File: config.mk
export PLATFORM = sky130hd
export DESIGN_NAME = gpreg_ports
export DESIGN_NICKNAME = d
export VERILOG_FILES = /design/src/include/gpreg_pkg.sv /design/src/design/gpreg_ports.sv
export VERILOG_INCLUDE_DIRS = /design/src /design/src/include
export SDC_FILE = /design/constraint.sdc
export NUM_CORES = 1
export LEC_CHECK = 0
export BUFFER_PORTS_ARGS = -buffer_cell sky130_fd_sc_hd__buf_2
export CAP_MARGIN = 20
export CORE_MARGIN = 3
export CORE_UTILIZATION = 42
export CTS_BUF_LIST = sky130_fd_sc_hd__clkbuf_2
export CTS_CLUSTER_SIZE = 14
export DETAILED_ROUTE_END_ITERATION = 8
export PLACE_DENSITY_LB_ADDON = 0.12
export SYNTH_ARGS = -nofsm -noshare
export SYNTH_HDL_FRONTEND = slang
export SYNTH_SLANG_ARGS = --single-unit
File: constraint.sdc
create_clock -name mclk_i -period 2 [get_ports mclk_i]
set_clock_uncertainty 0.1 [all_clocks]
set_input_delay 0.1 -clock mclk_i [delete_from_list [all_inputs] [get_ports mclk_i]]
set_output_delay 0.1 -clock mclk_i [all_outputs]
set_load 0.05 [all_outputs]
File: src/include/gpreg_consts.svh
// offsets, field codes, reset values and masks of the port register bank
`ifndef GPREG_CONSTS_SVH
`define GPREG_CONSTS_SVH

// register address = {port index, field code}
`define GPREG_FLD_PIN      2'h0
`define GPREG_FLD_DIR      2'h1
`define GPREG_FLD_DATA     2'h2
`define GPREG_CTRL_ADDR    5'h1f

// port indices
`define GPREG_PORT_A       3'h0
`define GPREG_PORT_B       3'h1
`define GPREG_PORT_C       3'h2
`define GPREG_PORT_F       3'h5
`define GPREG_PORT_G       3'h6
`define GPREG_PORT_LAST    3'h6

// control register fields
`define GPREG_PUD_BIT      2
`define GPREG_LEGACY_BIT   7

// reset values and masks
`define GPREG_DATA_RST     8'h00
`define GPREG_DIR_RST      8'h00
`define GPREG_LEGACY_DIR_C 8'hff
`define GPREG_FULL_MASK    8'hff
`define GPREG_G_MASK       8'h1f
`define GPREG_G_ALT_OE     8'h07

`endif

File: src/include/gpreg_pkg.sv
// types shared by the port register bank
package gpreg_pkg;

  // one byte per port, ports a (0) to g (6)
  typedef logic [6:0][7:0] gpreg_bank_t;

  typedef logic [4:0] gpreg_addr_t;

endpackage

File: src/design/gpreg_ports.sv
// general purpose port register bank for ports a to g
`timescale 1ns/1ps
`include "gpreg_consts.svh"
//------------------------------------------------------------------
// Behaviour
// - each port has a read-only byte sampling its pins; writes ignored
// - ports b to g have a read/write data byte resetting to zero
// - ports b to g have a read/write direction byte resetting to zero
// - port g bits 7 to 5 are absent and read as zero
// - legacy mode starts port c as push-pull zero outputs
// - legacy port c reset state holds without any clock edge
// - legacy mode removes port f data and direction; input only
// - legacy mode hides all port g registers
// - legacy port g pins carry only their alternate functions
// - input pin with data one gets pull-up unless globally disabled
//------------------------------------------------------------------
module gpreg_ports
  import gpreg_pkg::*;
#(
  parameter int PORT_W = 8
) (
  input  wire logic        mclk_i,
  input  wire logic        rst_i,
  input  wire logic        legacy_mode_i,
  input  wire gpreg_addr_t addr_i,
  input  wire logic [7:0]  wdata_i,
  input  wire logic        wr_i,
  input  wire logic        rd_i,
  output logic [7:0]       rdata_o,
  input  wire gpreg_bank_t pin_in_i,
  input  wire logic        mem_wr_n_i,
  input  wire logic        mem_rd_n_i,
  input  wire logic        mem_ale_i,
  output gpreg_bank_t      pin_out_o,
  output gpreg_bank_t      pin_oe_o,
  output gpreg_bank_t      pullup_en_o
);

  //----------------------------------------------------------------
  // elaboration check
  //----------------------------------------------------------------

  // the bank layout is fixed at one byte per port
  if (PORT_W != 8) begin : g_bad_width
    $error("gpreg_ports supports only 8-bit ports");
  end

  //----------------------------------------------------------------
  // shared state
  //----------------------------------------------------------------

  logic        global_pullup_disable;
  gpreg_bank_t sample_q;
  gpreg_bank_t data_b;
  gpreg_bank_t dir_b;
  gpreg_bank_t pin_b;
  gpreg_bank_t oe_b;
  gpreg_bank_t out_b;
  gpreg_bank_t pu_b;
  logic [7:0]  next_rdata;

  // pins are synchronous; one flop gives a stable read value
  // no reset: the sampled value is undefined until first clock
  always_ff @(posedge mclk_i) begin
    sample_q <= pin_in_i;
  end

  // global pull-up disable in the control register
  always_ff @(posedge mclk_i) begin
    if (rst_i) begin
      global_pullup_disable <= 1'b0;
    end else if (wr_i && addr_i == `GPREG_CTRL_ADDR) begin
      global_pullup_disable <= wdata_i[`GPREG_PUD_BIT];
    end
  end

  //----------------------------------------------------------------
  // per-port registers and pin drive
  //----------------------------------------------------------------

  for (genvar p = 0; p < 7; p++) begin : g_port
    // per-port constants, fixed at elaboration
    localparam logic [2:0] IDX  = 3'(p);
    localparam logic [7:0] MASK =
      (p == 6) ? `GPREG_G_MASK : `GPREG_FULL_MASK;
    localparam bit HAS_DD = (p != 0);
    localparam bit IS_C   = (IDX == `GPREG_PORT_C);
    localparam bit IS_G   = (IDX == `GPREG_PORT_G);
    localparam bit LEG_DD =
      (IDX == `GPREG_PORT_F) || (IDX == `GPREG_PORT_G);

    // storage and next-state values of this port
    logic       dd_ok;
    logic       pin_ok;
    logic [7:0] data;
    logic [7:0] dir;
    logic [7:0] next_oe;
    logic [7:0] next_out;
    logic [7:0] next_pu;
    logic [7:0] oe_q;
    logic [7:0] out_q;
    logic [7:0] pu_q;

    // availability of this port's registers in the current mode
    assign dd_ok  = HAS_DD && !(legacy_mode_i && LEG_DD);
    assign pin_ok = !(legacy_mode_i && IS_G);

    // data byte; absent bits never store a one
    always_ff @(posedge mclk_i) begin
      if (rst_i) begin
        data <= `GPREG_DATA_RST;
      end else if (wr_i && dd_ok &&
                   addr_i == {IDX, `GPREG_FLD_DATA}) begin
        data <= wdata_i & MASK;
      end
    end

    // direction byte; legacy port c wakes up as all outputs
    always_ff @(posedge mclk_i) begin
      if (rst_i) begin
        if (IS_C && legacy_mode_i) begin
          dir <= `GPREG_LEGACY_DIR_C;
        end else begin
          dir <= `GPREG_DIR_RST;
        end
      end else if (wr_i && dd_ok &&
                   addr_i == {IDX, `GPREG_FLD_DIR}) begin
        dir <= wdata_i & MASK;
      end
    end

    // software view; hidden registers read as zero
    assign data_b[p] = dd_ok ? data : 8'h00;
    assign dir_b[p]  = dd_ok ? dir : 8'h00;
    assign pin_b[p]  = pin_ok ? (sample_q[p] & MASK) : 8'h00;

    // pin drive from the registers, or alternate functions
    always_comb begin
      next_oe  = dd_ok ? (dir & MASK) : 8'h00;
      next_out = dd_ok ? (data & dir & MASK) : 8'h00;
      next_pu  = 8'h00;
      if (dd_ok && !global_pullup_disable) begin
        next_pu = ~dir & data & MASK;
      end
      if (IS_G && legacy_mode_i) begin
        // memory strobes on bits 2..0; oscillator pins left undriven
        next_oe  = `GPREG_G_ALT_OE;
        next_out = {5'h00, mem_ale_i, mem_rd_n_i, mem_wr_n_i};
      end
    end

    // registered pin drive keeps glitches off the pads
    always_ff @(posedge mclk_i) begin
      if (rst_i) begin
        oe_q  <= 8'h00;
        out_q <= 8'h00;
        pu_q  <= 8'h00;
      end else begin
        oe_q  <= next_oe;
        out_q <= next_out;
        pu_q  <= next_pu;
      end
    end

    // software-side copies of the drive flops
    assign oe_b[p]  = oe_q;
    assign out_b[p] = out_q;
    assign pu_b[p]  = pu_q;

    // legacy port c must hold push-pull zero with no clock at all,
    // so its enable bypasses the drive flops from the fuse, and its level does so while reset is held
    if (IS_C) begin : g_legacy_c
      assign pin_oe_o[p]  = legacy_mode_i ? 8'hff : oe_q;
      assign pin_out_o[p] = (legacy_mode_i && rst_i) ? 8'h00 : out_q;
    end else begin : g_plain
      assign pin_oe_o[p]  = oe_q;
      assign pin_out_o[p] = out_q;
    end
  end

  // pull-ups have no legacy override, so the flops feed the pins
  assign pullup_en_o = pu_b;

  //----------------------------------------------------------------
  // register read path
  //----------------------------------------------------------------

  // unmapped and absent addresses answer zero
  // port index 7 carries only the control byte at field 3
  always_comb begin
    next_rdata = 8'h00;
    if (addr_i == `GPREG_CTRL_ADDR) begin
      next_rdata[`GPREG_PUD_BIT]    = global_pullup_disable;
      next_rdata[`GPREG_LEGACY_BIT] = legacy_mode_i;
    end else if (addr_i[4:2] <= `GPREG_PORT_LAST) begin
      case (addr_i[1:0])
        `GPREG_FLD_PIN:  next_rdata = pin_b[addr_i[4:2]];
        `GPREG_FLD_DIR:  next_rdata = dir_b[addr_i[4:2]];
        `GPREG_FLD_DATA: next_rdata = data_b[addr_i[4:2]];
        default:         next_rdata = 8'h00;
      endcase
    end
  end

  // read data valid only in the cycle after the strobe
  always_ff @(posedge mclk_i) begin
    if (rst_i) begin
      rdata_o <= 8'h00;
    end else if (rd_i) begin
      rdata_o <= next_rdata;
    end else begin
      rdata_o <= 8'h00;
    end
  end

  //----------------------------------------------------------------
  // assertions
  //----------------------------------------------------------------

  localparam gpreg_addr_t B_DATA = {`GPREG_PORT_B, `GPREG_FLD_DATA};
  localparam gpreg_addr_t B_PIN  = {`GPREG_PORT_B, `GPREG_FLD_PIN};
  localparam gpreg_addr_t F_DIR  = {`GPREG_PORT_F, `GPREG_FLD_DIR};
  localparam gpreg_addr_t B_DIR  = {`GPREG_PORT_B, `GPREG_FLD_DIR};
  localparam gpreg_addr_t A_PIN  = {`GPREG_PORT_A, `GPREG_FLD_PIN};
  localparam gpreg_addr_t F_PIN  = {`GPREG_PORT_F, `GPREG_FLD_PIN};
  localparam gpreg_addr_t G_DATA = {`GPREG_PORT_G, `GPREG_FLD_DATA};
  localparam gpreg_addr_t G_DIR  = {`GPREG_PORT_G, `GPREG_FLD_DIR};
endmodule // gpreg_ports

==> results.yml <==
floorplanning:
  rows: 56
  die_area_sq_um: 26100
  boundaryPins: 253
  die_width_um: 162
  coreArea_sq_um: 23600
  die_y_um: 162
  start_util: 0.431
drt:
  dr.pass1.iters: 5
  vias: 8566
  drc: 0
  viasPerCell: 4.86
  routed_wl_mm: 31.6
  wl_per_cell_um: 17.9
  first_iter_violations: 642
  ant_nets: 0
yosys:
  ys_warn_count: 0
  synth.largest_area_cell: "dfxtp_1"
  async_flop_share: 0
  synth_ff_type: "dfxtp_1"
  syn_area_sq_um: 10200
  avgSynthCellArea_sq_um: 10.7
  yosysMostFrequentCell: "dfxtp_1"
  synth_cell_types: 54
  synthTopCellsByArea: "dfxtp_1 (55%), mux2i_1 (6.9%), nor3b_1 (3.3%)"
  ys_top_cells_by_count: "dfxtp_1 (279), nor2_1 (85), mux2i_1 (70)"
  synth-edff-count: 8
  syn_inst: 950
  seq_area_frac_synth: 0.573
  synth_top_area_frac: 0.549
  synth-seq-cells: 287
timing:
  setup_violations: 1
  hold_viol: 0
  max_slew_margin: 0.656
  layout_min_cycle_time_ps: 2020
  slew_violations: 0
  rsz0062_at_grt: "false"
  setup_ws_ps: -16.3
  max_slew.worst_pin.slew_ps: 516
  tns_ps: -16.3
  fin_crit_sh: 1.01
  fmax_mhz: 496
  timing.hold.ws_ps: 60.4
grt:
  grt_pass1_vias: 8649
  grt_overflow: 0
  grt_max_degree: 61
  antenna_found_initial: 1
  grt_pass1_wl_mm: 48.7
  track_usage: 0.239
cts:
  cts_sinks: 287
  cts_tree: "yes"
  clkLatencyLatePin_ps: 830
  cts-root-buf: "clkbuf_2"
  cts_buffers: 73
  clk_path_buf_depth: 3
  cts.reportedPaths.clkPinSlew_ps: 100
  cts_max_level: 3
worst_hold_path:
  hp-start: "addr_i[3]"
  min_path_type: "input pin to flip-flop"
layout:
  stdcell_count: 1763
  regArea_sq_um: 5830
  fin_util: 0.595
  syn_to_final_growth_pct: 38.2
  drive_gt1_frac: 0.270
  multi_input_area_sq_um: 3910
  fillers: 2076
  nets: 1477
place:
  dp_cells: 1450
  dpl.hpwl_mm: 19.3
  pre_cts_slack_ps: 182
  globalplace.congestion: 0.863
  port_buffers: 216
run_status:
  outcome: "complete, but fails checks"
  failed_checks: "negative setup slack"
worst_setup_path:
  critPathLaunchType: "input pin"
  end_kind: "flip-flop"
  slowest_stage: "dlygate4sd3_1"
  r2r_start: "g_port[2].dir[6]"
  path_cells: "buf_2 -> nor2b_2 -> dlygate4sd3_1 -> buf_12 -> nand3_1 -> dlygate4sd3_1 -> a21oi_1 -> dlygate4sd3_1"
  critPathLaunch: "addr_i[2]"
  crit_fanout: 27
  crit_required_ps: 2660
  cp.arrival_ps: 2680
  slowest_delay_ps: 620
  path_common_cell: "dlygate4sd3_1"
  path_class: "input pin to flip-flop"
power_and_ir_drop:
  power_density_nw_per_um2: 755
  p_leak_uw: 0.00636
  ir_drop_mv: 0.565
run:
  max-cap-violations: 0
path summary, 6_finish.rpt:
path	to	slack [ps]	cells past startpoint
setup / recovery	g_port[1].dir[7]	-20	8
hold / removal	g_port[4].data[6]	60	6
setup reg to reg	rdata_o[6]	70	6
hold reg to reg	g_port[2].pu_q[0]	360	1
report_power, final:
group	switching (uW)	internal, uW
sequential	58.1	5850
clock	2250	1300
combinational	676	477
timing repair:
action | in CTS | in global routing
hold buffers | 193 | 1
resized for setup | 0 | 13
setup endpoints to repair | 0 | 30
buffers inserted | 0 | 1
hold endpoints to repair | 247 | 7
logic make-up after synthesis:
kind of cell,Yosys count,share of synthesized area
flops,287,0.573
other cells,1,0.000369
simple gates,363,0.197
mux,96,0.110
buf+inv,105,0.0583
compound gates,98,0.0617
routing by layer:
metal / share of wire / wire (um) / vias to the layer above / global-route usage
li1: - / - / 4118 / -
met1: 0.43 / 13700 / 4003 / 0.320
met2: 0.46 / 14500 / 386 / 0.384
met3: 0.089 / 2800 / 59 / 0.0582
met4: 0.018 / 580 / 0 / 0.0760
met5: 0 / 0 / - / 0
placed cells by master, fill, tap and decap left out, types with 7 or more instances in the layout:
master           n
nor3b_1         45
mux2i_1         70
nand3_1         34
and2_1          50
mux2_1           9
buf_2          214
mux4_2          10
o21ai_0         14
nor2_1          83
buf_4           23
edfxtp_1         8
or2_2            9
nand2_1         55
nor2b_1         41
a22oi_1         10
o211ai_1        10
clkbuf_2        97
conb_1          33
inv_1            8
dlygate4sd3_1  192
dfxtp_1        279
and3_1          11
a21oi_1         32
a221oi_1         7
clkinv_1        17
worst max-delay path, delay by kind of cell:
kind                   cells  cell delay (ps)
AO/OA/AOI/OAI              1              130
buffers and inverters      5             2160
AND/OR/NAND/NOR            2              280
final cells by class:
cell class	instances	area share
antenna	1	0.000178
clock buffer	97	0.0345
clock inverter	21	0.00570
inverter	10	0.00267
multi-input combinational	590	0.278
sequential	287	0.414
tap	319	0.0284
timing repair buffer	438	0.236
metrics by stage:
step | total power, uW | instance area, sq um
4_1_cts | 10700 | 14000
2_1_floorplan | 6660 | 10300
3_3_place_gp | 6880 | 11500
3_5_place_dp | 6880 | 11500
5_1_grt | 11200 | 14100
6_report | 10600 | 14100
sequential cells by signal, indices dropped and copies added, names as in the netlist:
register               flops
g_port.out_q              45
global_pullup_disable      1
sample_q                   5
g_port.dir                45
g_port.data               45
g_port.pu_q               45
rdata_o                    8
g_port.oe_q               45
pin_b                     48
(Power assumes the default switching activity.)
